==> src/arc_pkg.sv <==
// Constants for the converter ready, checksum and lock support logic.
// Assumes a single 200 MHz reference clock drives every flip-flop.
package arc_pkg;
  // ---------------------------------------------------------------
  // Clock and timing
  // ---------------------------------------------------------------
  localparam int CLK_PERIOD_PS = 5000;
  // Digital master clock as a count of reference cycles
  localparam int MASTER_DIV = 2;
  localparam logic [3:0] READY_LOW_CYC = 4'(MASTER_DIV / 2);
  // Output update delay, a longest time, so rounded down
  localparam int UPD_NS = 10;
  localparam int UPD_CYC_RAW = (UPD_NS * 1000) / CLK_PERIOD_PS;
  localparam int UPD_CYC = (UPD_CYC_RAW < 1) ? 1 : UPD_CYC_RAW;
  // ---------------------------------------------------------------
  // Register map
  // ---------------------------------------------------------------
  localparam logic [4:0] ADDR_SAMPLE = 5'h00;
  localparam logic [4:0] ADDR_FIRST_WR = 5'h08;
  localparam logic [4:0] ADDR_PHASE = 5'h0a;
  localparam logic [4:0] ADDR_KEY = 5'h1f;
  localparam int KEY_MSB = 23;
  localparam int KEY_LSB = 16;
  localparam logic [7:0] KEY_PASSWORD = 8'ha5;
  localparam logic [7:0] KEY_RESET = 8'ha5;
  localparam logic [23:0] SAMPLE_RESET = 24'h00_0000;
  // ---------------------------------------------------------------
  // Communication checksum, counter steps and conversion states
  // ---------------------------------------------------------------
  localparam logic [15:0] CRC_POLY = 16'h8005;
  localparam logic [15:0] CRC_INIT = 16'h0000;
  localparam logic [15:0] CRC_PAD = 16'h0000;
  localparam logic [19:0] CNT_ONE = 20'h0_0001;
  localparam logic [19:0] CNT_ZERO = 20'h0_0000;
  typedef enum logic [1:0] {ARC_IDLE, ARC_SETTLE, ARC_RUN} arc_conv_t;
endpackage

==> src/arc_core.sv <==
// Ready pulse generation, restart control, double-buffered sample,
// read-sequence CRC and register write lock for one converter channel.
// Assumes the serial framer runs on ref_clk_i and hands over bit,
// read and write events as one-cycle pulses on that clock.
`timescale 1ns/100ps

// Summary of operation
// - Phase write or timing setting change restarts an active converter.
// - Restart clears the first sample stage; conversion resumes with no command.
// - Each conversion gives a low ready pulse of half a master clock.
// - First pulse after settle plus phase, then one per data-rate period.
// - Idle ready pin floats when drive bit clear, drives high when set.
// - Ready pulses ignore chip select; pin inactive while reset held.
// - Configuration mismatch flag holds the ready pin low.
// - First sample stage captures each result on the ready event.
// - Second stage freezes at read start until the read completes.
// - Status ready bit reads 0 while fresh data wait.
// - With checksum enabled, CRC follows the last address of the set.
// - Checksum polynomial is x16+x15+x2+1, 0x8005.
// - Always a 16-bit CRC, shown in 16- or 32-bit field by width bit.
// - Key at 0x1F; value 0xA5, the default, accepts writes to 0x08 and above.
// - Key not 0xA5 makes every address but 0x1F read-only.
// - Writes to read-only addresses ignored; undefined ones from 0x08 up accepted.
// - Mismatch holds ready low until unlock clears the flag.
module arc_core #(
  parameter logic [19:0] SETTLE_CYC = 20'h0_1000
) (
  input wire logic ref_clk_i,
  input wire logic rst_b_i,
  input wire logic soft_reset_i,
  input wire logic shutdown_i,
  input wire logic [2:0] osr_i,
  input wire logic [1:0] prescale_i,
  input wire logic external_clock_sel_i,
  input wire logic external_reference_sel_i,
  input wire logic [11:0] phase_delay_i,
  input wire logic [15:0] rate_period_i,
  input wire logic [23:0] adc_result_i,
  input wire logic ready_idle_drive_i,
  input wire logic cfg_mismatch_i,
  input wire logic [15:0] config_checksum_value_i,
  input wire logic reg_wr_i,
  input wire logic [4:0] reg_addr_i,
  input wire logic [23:0] reg_wdata_i,
  input wire logic [4:0] rd_addr_i,
  input wire logic read_start_i,
  input wire logic read_done_i,
  input wire logic comm_checksum_enable_i,
  input wire logic width_hi_i,
  input wire logic tx_bit_valid_i,
  input wire logic tx_bit_i,
  input wire logic seq_end_i,
  input wire logic frame_idle_i,
  output logic sample_ready_n_o,
  output logic sample_ready_n_oe_o,
  output logic ready_flag_bit_o,
  output logic [23:0] sample_read_o,
  output logic [23:0] rd_data_o,
  output logic reg_wr_ok_o,
  output logic [7:0] lock_key_o,
  output logic mismatch_o,
  output logic crc_valid_o,
  output logic [31:0] crc_field_o
);
  // ---------------------------------------------------------------
  // Write acceptance and lock key
  // ---------------------------------------------------------------
  logic [7:0] lock_key;
  logic unlocked;
  logic wr_take;
  assign unlocked = (lock_key == arc_pkg::KEY_PASSWORD);
  assign wr_take = reg_wr_i && (reg_addr_i >= arc_pkg::ADDR_FIRST_WR)
                   && (unlocked || reg_addr_i == arc_pkg::ADDR_KEY);

  always_ff @(posedge ref_clk_i or negedge rst_b_i) begin
    if (!rst_b_i) begin
      lock_key <= arc_pkg::KEY_RESET;
      reg_wr_ok_o <= 1'b0;
    end else begin
      reg_wr_ok_o <= wr_take;
      if (wr_take && reg_addr_i == arc_pkg::ADDR_KEY) begin
        lock_key <= reg_wdata_i[arc_pkg::KEY_MSB:arc_pkg::KEY_LSB];
      end
    end
  end
  assign lock_key_o = lock_key;

  // ---------------------------------------------------------------
  // Restart detection
  // ---------------------------------------------------------------
  logic [2:0] osr_q;
  logic [1:0] pre_q;
  logic ext_clk_q;
  logic vref_q;
  logic active;
  logic restart;
  always_ff @(posedge ref_clk_i or negedge rst_b_i) begin
    if (!rst_b_i) begin
      osr_q <= 3'h0;
      pre_q <= 2'h0;
      ext_clk_q <= 1'b0;
      vref_q <= 1'b0;
    end else begin
      osr_q <= osr_i;
      pre_q <= prescale_i;
      ext_clk_q <= external_clock_sel_i;
      vref_q <= external_reference_sel_i;
    end
  end
  assign active = !soft_reset_i && !shutdown_i;
  // A same-value phase write also restarts, which gives software a serial soft reset
  assign restart = active && ((wr_take && reg_addr_i == arc_pkg::ADDR_PHASE)
                   || osr_i != osr_q || prescale_i != pre_q
                   || external_clock_sel_i != ext_clk_q
                   || external_reference_sel_i != vref_q);

  // ---------------------------------------------------------------
  // Conversion timing
  // ---------------------------------------------------------------
  arc_pkg::arc_conv_t state;
  logic [19:0] cnt;
  logic conv_evt;
  // The pulse is a local event only; chip select never reaches this counter
  assign conv_evt = (state != arc_pkg::ARC_IDLE) && !restart
                    && cnt == arc_pkg::CNT_ONE;

  always_ff @(posedge ref_clk_i or negedge rst_b_i) begin
    if (!rst_b_i) begin
      state <= arc_pkg::ARC_IDLE;
      cnt <= arc_pkg::CNT_ZERO;
    end else if (!active) begin
      state <= arc_pkg::ARC_IDLE;
      cnt <= arc_pkg::CNT_ZERO;
    end else if (restart || state == arc_pkg::ARC_IDLE) begin
      state <= arc_pkg::ARC_SETTLE;
      cnt <= 20'(SETTLE_CYC + {8'h00, phase_delay_i});
    end else if (conv_evt) begin
      state <= arc_pkg::ARC_RUN;
      cnt <= {4'h0, rate_period_i};
    end else begin
      cnt <= 20'(cnt - arc_pkg::CNT_ONE);
    end
  end

  // ---------------------------------------------------------------
  // Sample stages and ready flag
  // ---------------------------------------------------------------
  logic [23:0] stage1;
  logic read_busy;
  always_ff @(posedge ref_clk_i or negedge rst_b_i) begin
    if (!rst_b_i) begin
      stage1 <= arc_pkg::SAMPLE_RESET;
    end else if (restart) begin
      stage1 <= arc_pkg::SAMPLE_RESET;
    end else if (conv_evt) begin
      stage1 <= adc_result_i;
    end
  end

  // A read in progress keeps its word; the next sample waits for read_done_i
  always_ff @(posedge ref_clk_i or negedge rst_b_i) begin
    if (!rst_b_i) begin
      sample_read_o <= arc_pkg::SAMPLE_RESET;
      read_busy <= 1'b0;
    end else if (read_start_i && !read_busy) begin
      sample_read_o <= stage1;
      read_busy <= 1'b1;
    end else if (read_done_i) begin
      read_busy <= 1'b0;
    end
  end

  // New data wins over the clear by a read start in the same cycle
  always_ff @(posedge ref_clk_i or negedge rst_b_i) begin
    if (!rst_b_i) begin
      ready_flag_bit_o <= 1'b1;
    end else if (conv_evt) begin
      ready_flag_bit_o <= 1'b0;
    end else if (restart || (read_start_i && !read_busy)) begin
      ready_flag_bit_o <= 1'b1;
    end
  end

  // ---------------------------------------------------------------
  // Ready pin
  // ---------------------------------------------------------------
  logic [3:0] low_cnt;
  logic next_mismatch;
  logic next_low;
  assign next_mismatch = (mismatch_o && !unlocked) || cfg_mismatch_i;
  assign next_low = conv_evt || low_cnt > 4'h1;

  always_ff @(posedge ref_clk_i or negedge rst_b_i) begin
    if (!rst_b_i) begin
      low_cnt <= 4'h0;
    end else if (conv_evt) begin
      low_cnt <= arc_pkg::READY_LOW_CYC;
    end else if (low_cnt != 4'h0) begin
      low_cnt <= low_cnt - 4'h1;
    end
  end

  // Pin floats during reset so shared ready lines stay quiet
  always_ff @(posedge ref_clk_i or negedge rst_b_i) begin
    if (!rst_b_i) begin
      mismatch_o <= 1'b0;
      sample_ready_n_o <= 1'b1;
      sample_ready_n_oe_o <= 1'b0;
    end else begin
      mismatch_o <= next_mismatch;
      if (next_low || next_mismatch) begin
        sample_ready_n_o <= 1'b0;
        sample_ready_n_oe_o <= 1'b1;
      end else begin
        sample_ready_n_o <= 1'b1;
        sample_ready_n_oe_o <= ready_idle_drive_i;
      end
    end
  end

  // ---------------------------------------------------------------
  // Read data
  // ---------------------------------------------------------------
  always_ff @(posedge ref_clk_i or negedge rst_b_i) begin
    if (!rst_b_i) begin
      rd_data_o <= 24'h00_0000;
    end else if (rd_addr_i == arc_pkg::ADDR_SAMPLE) begin
      rd_data_o <= sample_read_o;
    end else if (rd_addr_i == arc_pkg::ADDR_KEY) begin
      rd_data_o <= {lock_key, config_checksum_value_i};
    end else begin
      rd_data_o <= 24'h00_0000;
    end
  end

  // ---------------------------------------------------------------
  // Communication checksum
  // ---------------------------------------------------------------
  logic [15:0] crc;
  logic [15:0] next_crc;
  always_comb begin
    next_crc = crc;
    if (tx_bit_valid_i) begin
      next_crc = {crc[14:0], 1'b0}
                 ^ ((crc[15] ^ tx_bit_i) ? arc_pkg::CRC_POLY : 16'h0000);
    end
  end

  always_ff @(posedge ref_clk_i or negedge rst_b_i) begin
    if (!rst_b_i) begin
      crc <= arc_pkg::CRC_INIT;
      crc_valid_o <= 1'b0;
      crc_field_o <= 32'h0000_0000;
    end else begin
      crc_valid_o <= seq_end_i && comm_checksum_enable_i;
      if (seq_end_i && comm_checksum_enable_i) begin
        // Same 16-bit value either way; width bit only sets the field
        crc_field_o <= width_hi_i ? {next_crc, arc_pkg::CRC_PAD}
                                  : {16'h0000, next_crc};
      end
      if (frame_idle_i || seq_end_i) begin
        crc <= arc_pkg::CRC_INIT;
      end else begin
        crc <= next_crc;
      end
    end
  end

  // ---------------------------------------------------------------
  // Checks
  // ---------------------------------------------------------------
  localparam int UPD_BOUND = arc_pkg::UPD_CYC;
  ready_width_a: assert property (@(posedge ref_clk_i) disable iff (!rst_b_i)
    $fell(sample_ready_n_o) && !mismatch_o |=> sample_ready_n_o || mismatch_o)
    else $error("ready pulse longer than one cycle");
  idle_drive_a: assert property (@(posedge ref_clk_i) disable iff (!rst_b_i)
    ##1 sample_ready_n_o |-> sample_ready_n_oe_o == $past(ready_idle_drive_i))
    else $error("idle ready drive wrong");
  mismatch_low_a: assert property (@(posedge ref_clk_i) disable iff (!rst_b_i)
    mismatch_o |-> !sample_ready_n_o && sample_ready_n_oe_o)
    else $error("ready not held low on mismatch");
  stage_load_a: assert property (@(posedge ref_clk_i) disable iff (!rst_b_i)
    conv_evt |-> ##[1:UPD_BOUND] stage1 == $past(adc_result_i, 1))
    else $error("sample not captured in time");
  restart_clear_a: assert property (@(posedge ref_clk_i) disable iff (!rst_b_i)
    restart |=> stage1 == arc_pkg::SAMPLE_RESET && state == arc_pkg::ARC_SETTLE)
    else $error("restart did not clear sample");
  restart_quiet_a: assert property (@(posedge ref_clk_i) disable iff (!rst_b_i)
    restart |=> !conv_evt [*2])
    else $error("pulse right after restart");
  freeze_read_a: assert property (@(posedge ref_clk_i) disable iff (!rst_b_i)
    read_busy && !read_done_i |=> $stable(sample_read_o))
    else $error("sample changed during read");
  ready_flag_a: assert property (@(posedge ref_clk_i) disable iff (!rst_b_i)
    conv_evt |=> !ready_flag_bit_o ##1 (!ready_flag_bit_o || $past(read_start_i)
    || $past(restart)))
    else $error("ready flag not showing fresh data");
  lock_gate_a: assert property (@(posedge ref_clk_i) disable iff (!rst_b_i)
    reg_wr_i && !unlocked && reg_addr_i != arc_pkg::ADDR_KEY |=> !reg_wr_ok_o)
    else $error("locked write accepted");
  crc_field_a: assert property (@(posedge ref_clk_i) disable iff (!rst_b_i)
    crc_valid_o && !$past(width_hi_i) |-> crc_field_o[31:16] == 16'h0000)
    else $error("short checksum field not zero padded");
  first_pulse_c: cover property (@(posedge ref_clk_i) disable iff (!rst_b_i)
    state == arc_pkg::ARC_SETTLE && conv_evt);
  read_freeze_c: cover property (@(posedge ref_clk_i) disable iff (!rst_b_i)
    read_busy && conv_evt);
  crc_out_c: cover property (@(posedge ref_clk_i) disable iff (!rst_b_i)
    crc_valid_o && width_hi_i);
  relock_c: cover property (@(posedge ref_clk_i) disable iff (!rst_b_i)
    mismatch_o ##1 !mismatch_o);
endmodule

==> config.mk <==
export PLATFORM = sky130hd
export DESIGN_NAME = arc_core
export DESIGN_NICKNAME = d
export VERILOG_FILES = /design/src/arc_pkg.sv /design/src/arc_core.sv
export SDC_FILE = /design/constraint.sdc
export NUM_CORES = 1
export LEC_CHECK = 0
export ABC_AREA = 1
export BUFFER_PORTS_ARGS = -buffer_cell sky130_fd_sc_hd__buf_2
export CAP_MARGIN = 20
export CORE_MARGIN = 2
export CORE_UTILIZATION = 52
export CTS_CLUSTER_SIZE = 8
export DETAILED_ROUTE_END_ITERATION = 7
export PLACE_DENSITY = 0.81
export SLEW_MARGIN = 25
export SYNTH_ARGS = -nofsm -noshare
export SYNTH_HDL_FRONTEND = slang
export SYNTH_SLANG_ARGS = --single-unit
==> constraint.sdc <==
create_clock -name ref_clk_i -period 2.22 [get_ports ref_clk_i]
set_input_delay 0.333 -clock ref_clk_i [delete_from_list [all_inputs] [get_ports ref_clk_i]]
set_output_delay 0.333 -clock ref_clk_i [all_outputs]
set_load 0.1 [all_outputs]
==> results.cfg, run 1 <==
[outcome]
outcome = finished, final reports clean

[setup_path]
end_kind = register
crit_top_cell = nand2_1
ff2ff_setup_slack_ns = 0.15
critPathSlowestCell = dfstp_2
reg2reg_from = lock_key_o[5]
cp_cell_sequence = nand2_1 -> nor2_1 -> nand2_1 -> nand2_1 -> nand3_1 -> nand2_1 -> nand2_4 -> nand3_4 -> inv_2 -> o21a_1
reg2reg_to = cnt[13]
worstSetupPathDepth = 10
crit_start = lock_key_o[5]
cp-endpoint = cnt[13]
cp_data_required_time_ns = 2.53
cp_slowest_stage_delay_ns = 0.54
reg2regPathDepth = 10
critPathMaxFanout = 27
arrival_ns = 2.38
cpLargestDelayFamily = simple AND/OR/NAND/NOR gates
critPathKind = register to register
start_kind = register
critPathBufInv = 1

[global_routing]
grtUsageTotal_pct = 24.4
grt_max_degree = 52
grt_pass1_vias = 5911
overflow = 0
grt_pass1_wl_mm = 27.9
antenna_found_initial = 1

[logic_synthesis]
ys_ff_latch = 168
yosysMostFrequentCell = dfrtp_1
ys.flop_type = dfrtp_1
synthCells = 797
yosys.area.top_type = dfrtp_1
synth_cell_types = 38
synth_top_cell_area_share_pct = 56.3
ys_warn_count = 0
synth_edf_count = 0
postSynthAreaPerCell_um2 = 9.04
ys_seq_area_share_pct = 58.5
syn_nets = 926
yosys-top-cells-area = dfrtp_1 56%, nand2_1 8.3%, nor2_1 5.4%
synthArstFlopShare_pct = 100
syn_area_mm2 = 0.00720
netlist_top_cells_count = 162 x dfrtp_1, 160 x nand2_1, 104 x nor2_1, 90 x inv_1, 57 x nand3_1

[floorplan]
dieArea_mm2 = 0.0148
initial_core_util_pct = 52.5
num_rows = 43
die_y_um = 122
boundaryPins = 218
die_x_um = 122
fp.coreArea_mm2 = 0.0137

[power]
p_leak_nw = 5.05
peakVddDrop_mv = 0.521
p_per_area_mw_per_mm2 = 948
p_total_w = 0.00856

[route]
post-route-drc-count = 0
wl_mm = 17.6
drtAntennaViolNets = 0
drt_iter0_markers = 373
vias_per_cell = 5.11
routedWlPerCell_um = 14.7
dr.pass1.iters = 8
num_vias = 6096

[timing]
fmax_ghz = 0.483
period_share_pct = 93.3
setup_viol = 0
relSlewSlack_pct = 61.1
skew_ns = 0.00882
rsz0062_at_grt = true
fin_hold_ws_ns = 0.0395
worst_pin_slew_ns = 0.581
hold_viol = 0
drv_slew = 0
fin_tns_setup_ns = 0
period_minus_slack_ns = 2.07

[clock_tree]
cts_buffers = 17
clk_latency_ns = 0.42
htree_num_levels = 4
path_clk_slew_ns = 0.07
clock-sinks = 168
postCtsSetupBuffers = 0
tritoncts = done
cts_buffer_depth = 2
cts-root-buf = clkbuf_16

[cells_and_area]
drive_above_1_share_pct = 27.2
final_area_mm2 = 0.00902
area_growth_pct = 25.3
finalNetCount = 1128

[run]
cap_violations = 0

[placement]
port_buffers = 201
postPlaceCellArea_mm2 = 0.00841
gp_congestion = 0.907
dpl.hpwl_mm = 12.7

[min_path]
worstHoldPathType = input port to register
-- how the worst min path moves through the flow --
stage	depth (start not counted)	startpoint	slack, ns	end
5_1_grt	1	prescale_i[0]	0.02	pre_q[0]
6_report	1	prescale_i[0]	0.04	pre_q[0]
3_3_place_gp	1	rst_b_i	0.32	crc[11]
2_1_floorplan	0	rst_b_i	0.04	cnt[0]
4_1_cts	1	prescale_i[0]	0.02	pre_q[0]
3_5_place_dp	1	rst_b_i	0.32	crc[10]
-- cells in the final DEF, fill, tap and decap left out, drive strengths merged, types with 2 or more instances in the layout --
cell type	count
xnor2	9
dfrtp	162
nand2	163
xor2	8
or2	5
buf	216
o22ai	25
a21boi	2
dfstp	6
nand4	6
bufinv	2
o21ai	49
clkinv	3
ha	5
clkinvlp	5
inv	95
a21oi	36
nor3	3
nor2	110
mux2i	11
clkbuf	22
nand3	59
o21a	4
-- flip-flops by register name, summed over array words and instances, names as in the netlist, 4 cells and up --
signal	flops
rd_data_o	24
lock_key_o	8
sample_read_o	24
cnt	20
stage1	24
low_cnt	4
crc_field_o	32
crc	16
-- layer usage --
metal / part of all wire, % / wire length, um / GRT usage, % / vias up
li1: - / - / - / 2938
met1: 41 / 7260 / 30.8 / 2897
met2: 49 / 8670 / 40.5 / 214
met3: 5.7 / 996 / 4.96 / 47
met4: 3.6 / 636 / 11.5 / 0
met5: 0 / 0 / 0 / -
-- what timing repair did --
action,4_1_cts,5_1_grt
setup endpoints to repair,0,22
hold endpoints to repair,44,0
hold buffers,1,0
gates resized for setup,0,1
-- power by group --
group	internal [W]	total, W	switching (W)
logic	0.000444	0.00218	0.00173
clock network	0.00178	0.00296	0.00118
registers	0.00329	0.00342	0.000130
-- metrics by stage --
stage | utilization (%) | cells | setup WS [ns]
3_3_place_gp | 61.3 | 1159 | 0.160
3_5_place_dp | 61.3 | 1159 | 0.120
4_1_cts | 65.7 | 1192 | 0.118
2_1_floorplan | - | 797 | 0.0947
6_report | 65.8 | 1193 | 0.149
5_1_grt | 65.8 | 1192 | -0.0558
-- cell type report --
class                   instances  area (um2)
clock inverters                10         116
diodes                          1        2.50
multi-input cells             500        2460
clock buffers                  22         484
fillers                      1145        4700
flip-flops and latches        168        4210
inverters                      95         362
repair buffers                217        1160
well taps                     180         225
-- cell families after synthesis --
family / Yosys count / share of synthesized area [%]
AO/OA/AOI/OAI: 118 / 8.91
XOR/XNOR: 17 / 2.07
adder cells (fa/ha/maj): 5 / 0.868
buffers and inverters: 129 / 7.43
flip-flops: 168 / 58.5
multiplexers: 11 / 1.53
AND/OR/NAND/NOR: 349 / 20.7
-- worst register-to-register path, delay by kind of cell, from the launching register on --
kind / cells / cell delay [ns]
buf+inv: 1 / 0.23
compound gates: 1 / 0.25
flops: 1 / 0.54
simple gates: 8 / 0.94
Power figures use the tool's default switching activity.
==> run 2, diff against run 1 <==
--- a/config.mk
+++ b/config.mk
@@ -9,10 +9,10 @@
 export BUFFER_PORTS_ARGS = -buffer_cell sky130_fd_sc_hd__buf_2
 export CAP_MARGIN = 20
 export CORE_MARGIN = 2
-export CORE_UTILIZATION = 52
+export CORE_UTILIZATION = 53
 export CTS_CLUSTER_SIZE = 8
 export DETAILED_ROUTE_END_ITERATION = 7
-export PLACE_DENSITY = 0.81
+export PLACE_DENSITY = 0.82
 export SLEW_MARGIN = 25
 export SYNTH_ARGS = -nofsm -noshare
 export SYNTH_HDL_FRONTEND = slang
==> constraint.sdc (replaced) <==
create_clock -name ref_clk_i -period 2.43 [get_ports ref_clk_i]
set_input_delay 0.3645 -clock ref_clk_i [delete_from_list [all_inputs] [get_ports ref_clk_i]]
set_output_delay 0.3645 -clock ref_clk_i [all_outputs]
set_load 0.1 [all_outputs]
==> results.cfg, run 2 (synthesis gave the netlist of run 1 again) <==
[outcome]
outcome = finished, final reports clean

[setup_path]
end_kind = register
cp_data_required_time_ns = 2.73
arrival_ns = 2.45
start_kind = register
critPathKind = register to register
crit_start = lock_key_o[5]
critPathMaxFanout = 15
reg2reg_from = lock_key_o[5]

[clock_tree]
path_clk_slew_ns = 0.06
clock-sinks = 168
tritoncts = done
cts_buffers = 17
cts_buffer_depth = 2
cts-root-buf = clkbuf_16
clk_latency_ns = 0.42
htree_num_levels = 4
postCtsSetupBuffers = 0

[floorplan]
fp.coreArea_mm2 = 0.0132
boundaryPins = 218
die_x_um = 121
initial_core_util_pct = 54.4
die_y_um = 121
dieArea_mm2 = 0.0145
num_rows = 42

[timing]
period_share_pct = 88.3
drv_slew = 0
worst_pin_slew_ns = 0.569
fin_tns_setup_ns = 0
rsz0062_at_grt = false
skew_ns = 0.00763
fmax_ghz = 0.466
period_minus_slack_ns = 2.15
hold_viol = 0
relSlewSlack_pct = 62.0
setup_viol = 0
fin_ws_ns = 0.284

[cells_and_area]
area_growth_pct = 24.9
drive_above_1_share_pct = 26.5
final_common_cell = buf_2
final_util_pct = 67.9
largest_reg_flops = 32
final_area_mm2 = 0.00900
final_cell_mix = 200 x buf_2, 162 x dfrtp_1, 159 x nand2_1
top_register = crc_field_o
finalNetCount = 1126

[power]
p_per_area_mw_per_mm2 = 867
peakVddDrop_mv = 0.581
p_leak_nw = 5.05

[global_routing]
overflow = 0
grt_max_degree = 60
gr-usage-met3_pct = 4.62
grt_busiest_layer = met2
grt_pass1_wl_mm = 27.8
use_met2_pct = 41.7
grt_pass1_vias = 5754
grt_use_met1_pct = 31.7
antenna_found_initial = 2
grtUsageTotal_pct = 24.6

[placement]
postPlaceCellArea_mm2 = 0.00839
dpl.hpwl_mm = 12.4
port_buffers = 201
gp_congestion = 0.866
dpl_worst_slack_ns = 0.306

[route]
dr.pass1.iters = 5
drt_iter0_markers = 514
wl_mm = 17.2
routedWlPerCell_um = 14.5
drtAntennaViolNets = 0
num_vias = 6028
vias_per_cell = 5.07
post-route-drc-count = 0

[min_path]
hp-start = external_reference_sel_i
worstHoldPathType = input port to register

[run]
cap_violations = 0
## run 2: changes by cell type in the layout (fill, tap and decap cells not counted), moves of 2 or more
| cell | previous run | this run |
|---|---|---|
| buf_4 | 13 | 11 |
| clkinvlp_4 | 5 | 1 |
| clkbuf_1 | 1 | 5 |
| clkbuf_8 | 4 | 2 |
## run 2: report_power, final
group	total (W)	switching, W	internal, W
Combinational	0.00198	0.00158	0.000402
Clock	0.00270	0.00103	0.00167
Sequential	0.00312	0.000117	0.00301
## run 2: what timing repair did
| item | 4_1_cts | 5_1_grt |
|---|---|---|
| resized for setup | 0 | 0 |
| hold buffers | 1 | 0 |
| endpoints found under the hold margin | 33 | 0 |
## run 2: through the flow
step / std cells / hold slack (ns) / total power (W)
after floorplan: 797 / 0.0689 / 0.00468
after global placement: 1153 / 0.285 / 0.00512
after detailed placement: 1153 / 0.282 / 0.00515
after CTS: 1186 / 0.0571 / 0.00785
after global routing: 1187 / 0.0646 / 0.00812
final: 1188 / 0.0757 / 0.00780
## run 2: final cells by class
| class | instances | area [um2] |
|---|---|---|
| clock inverter | 8 | 121 |
| multi-input combinational | 500 | 2460 |
| antenna | 2 | 5.00 |
| clock buffer | 24 | 472 |
| sequential | 168 | 4210 |
| fill | 1060 | 4250 |
| inverter | 95 | 362 |
| timing repair buffer | 215 | 1140 |
| tap | 176 | 220 |
## run 2: worst paths after layout
check	cells after the start	endpoint	slack, ns
worst max register to register	11	cnt[15]	0.28
worst max-delay path	11	cnt[15]	0.28
worst min register to register	2	crc_field_o[2]	0.48
max in group asynchronous	3	sample_ready_n_o	1.33
worst min-delay path	1	vref_q	0.08
min in group asynchronous	2	crc_field_o[12]	0.41
## run 2: routing by layer
layer,wire length [um],vias up
met5,0,-
met4,319,0
met3,963,25
met2,8650,204
met1,7250,2858
li1,-,2941
## run 2: critical path, cell delays in order, from the launching register on
cell,delay [ns]
dfstp_2,0.54
nand2_1,0.05
nor2_1,0.12
nand2_1,0.18
nand2_1,0.11
nand3_1,0.06
nand2_1,0.14
nand2_4,0.17
nand3_1,0.30
buf_4,0.20
nor2_1,0.05
o21a_1,0.10
==> run 3, diff against run 2 <==
--- a/config.mk
+++ b/config.mk
@@ -9,10 +9,10 @@
 export BUFFER_PORTS_ARGS = -buffer_cell sky130_fd_sc_hd__buf_2
 export CAP_MARGIN = 20
 export CORE_MARGIN = 2
-export CORE_UTILIZATION = 53
+export CORE_UTILIZATION = 47
 export CTS_CLUSTER_SIZE = 8
 export DETAILED_ROUTE_END_ITERATION = 7
-export PLACE_DENSITY = 0.82
+export PLACE_DENSITY_LB_ADDON = 0.15
 export SLEW_MARGIN = 25
 export SYNTH_ARGS = -nofsm -noshare
 export SYNTH_HDL_FRONTEND = slang
==> constraint.sdc (replaced) <==
create_clock -name ref_clk_i -period 1.76 [get_ports ref_clk_i]
set_input_delay 0.264 -clock ref_clk_i [delete_from_list [all_inputs] [get_ports ref_clk_i]]
set_output_delay 0.264 -clock ref_clk_i [all_outputs]
set_load 0.1 [all_outputs]
==> results.cfg, run 3 (synthesis gave the netlist of run 1 again) <==
[outcome]
outcome = finished with violations
failed_checks = negative setup slack

[route]
dr.pass1.iters = 5
post-route-drc-count = 0
routedWlPerCell_um = 14.9
num_vias = 6175
vias_per_cell = 4.96
wl_mm = 18.5
drtAntennaViolNets = 0
drt_iter0_markers = 295

[cells_and_area]
area_growth_pct = 35.3
finalNetCount = 1171
drive_above_1_share_pct = 34.4
final_cell_mix = 197 x buf_2, 158 x dfrtp_1, 146 x nand2_1
fin_cells = 1244
largest_reg_flops = 32
final_area_mm2 = 0.00975
final_common_cell = buf_2
top_register = crc_field_o

[placement]
dp.cells = 1191
port_buffers = 201
dpl.hpwl_mm = 13.1
gp_congestion = 0.816
postPlaceCellArea_mm2 = 0.00879

[power]
p_per_area_mw_per_mm2 = 1120
p_int_w = 0.00689
p_leak_nw = 5.33
peakVddDrop_mv = 0.641
seq_power_share_pct = 39.8
power_switching_w = 0.00400
combPwrFrac_pct = 27.5
p_sw_share_pct = 36.7
clkPwrFrac_pct = 32.8

[global_routing]
overflow = 0
grt_pass1_wl_mm = 29.4
grt_pass1_vias = 5878
grtUsageTotal_pct = 23.3
grt_max_degree = 51
antenna_found_initial = 1

[setup_path]
critPathMaxFanout = 4
start_kind = register
cp_data_required_time_ns = 2.08
end_kind = register
reg2reg_from = lock_key_o[5]
critPathKind = register to register
cp-endpoint = cnt[9]
ff2ff_setup_slack_ns = -0.08
reg2regPathDepth = 13
crit_start = lock_key_o[5]
arrival_ns = 2.16
reg2reg_to = cnt[9]

[min_path]
worstHoldPathType = input port to register
hp-start = ready_idle_drive_i

[clock_tree]
cts_buffers = 17
clock-sinks = 168
path_clk_slew_ns = 0.06
cts_buffer_depth = 2
clk_latency_ns = 0.43
htree_num_levels = 4
cts-root-buf = clkbuf_16
tritoncts = done

[timing]
fin_ws_ns = -0.0766
setup_viol = 38
fmax_ghz = 0.544
period_minus_slack_ns = 1.84
rsz0062_at_grt = true
relSlewSlack_pct = 61.5
hold_viol = 0
period_share_pct = 104
worst_pin_slew_ns = 0.577
drv_slew = 0
fin_tns_setup_ns = -1.20
skew_ns = 0.0109

[floorplan]
boundaryPins = 218
die_x_um = 128
dieArea_mm2 = 0.0163
fp.coreArea_mm2 = 0.0151
num_rows = 45
initial_core_util_pct = 47.7
die_y_um = 128

[run]
cap_violations = 0
-- run 3: changes by cell type in the layout (fill, tap and decap cells not counted), moves of 5 or more --
cell           change
nand2_2            +9
buf_6              +5
nand3_2           +26
nand3_1           -25
buf_4             +26
dlygate4sd3_1      +5
nand2_4            +5
nor2_2             +5
nor2_1             -6
nand2_1           -13
buf_12             +8
-- run 3: worst min path at each step --
stage                                     end  slack, ns  depth (start not counted)
after floorplan                        cnt[0]      -0.03                          0
after detailed placement      crc_field_o[14]       0.21                          1
after global placement        crc_field_o[15]       0.22                          1
final                     sample_ready_n_oe_o       0.03                          2
after CTS                          stage1[15]       0.01                          3
after global routing      sample_ready_n_oe_o       0.02                          2
-- run 3: area by class of cell --
type | instances | area (um2)
fill | 1287 | 5340
sequential | 168 | 4240
multi-input combinational | 502 | 2690
timing repair buffer | 258 | 1640
clock buffer | 19 | 443
inverter | 95 | 369
tap | 188 | 235
clock inverter | 13 | 123
antenna | 1 | 2.50
-- run 3: power groups by stage --
| stage | logic, W | registers (W) | clock network [W] |
|---|---|---|---|
| global route | 0.00320 | 0.00436 | 0.00380 |
| global placement | 0.00287 | 0.00438 | 0 |
| CTS | 0.00295 | 0.00433 | 0.00364 |
| floorplan | 0.000762 | 0.00574 | 0 |
| finish | 0.00299 | 0.00433 | 0.00357 |
| detailed placement | 0.00289 | 0.00439 | 0 |
-- run 3: what timing repair did --
item / in CTS / in global routing
resized for setup: 26 / 27
hold endpoints to repair: 42 / 0
hold buffers: 6 / 0
endpoints found under the setup margin: 53 / 53
cloned: 4 / 1
pin swaps: 10 / 9
setup buffers: 10 / 3
-- run 3: per-stage QoR --
| step | util, % | setup WS, ns | hold WS [ns] | power, W |
|---|---|---|---|---|
| floorplan | - | -0.146 | -0.0316 | 0.00650 |
| CTS | 64.0 | -0.0744 | 0.0123 | 0.0109 |
| global placement | 58.2 | -0.244 | 0.216 | 0.00726 |
| finish | 64.6 | -0.0766 | 0.0261 | 0.0109 |
| detailed placement | 58.2 | -0.273 | 0.214 | 0.00728 |
| global route | 64.6 | -0.176 | 0.0244 | 0.0114 |
-- run 3: routing by layer --
metal	GRT usage, %	up-vias	wire, um
met2	37.2	192	8710
li1	-	3031	-
met3	4.97	29	1020
met1	31.2	2923	8340
met4	9.31	0	422
met5	0	-	0
-- run 3: worst max-delay path, stage by stage, from the launching register on --
cell and delay (ns):
dfstp_4 0.63, nand2_4 0.06, nor2_4 0.12, nand2_2 0.08, nand2_2 0.06, nand3_2 0.07, nand2_4 0.10, nand2_4 0.07
nand3_4 0.11, buf_6 0.14, buf_6 0.13, nand2_2 0.05, nand3_2 0.06, nand2_1 0.05
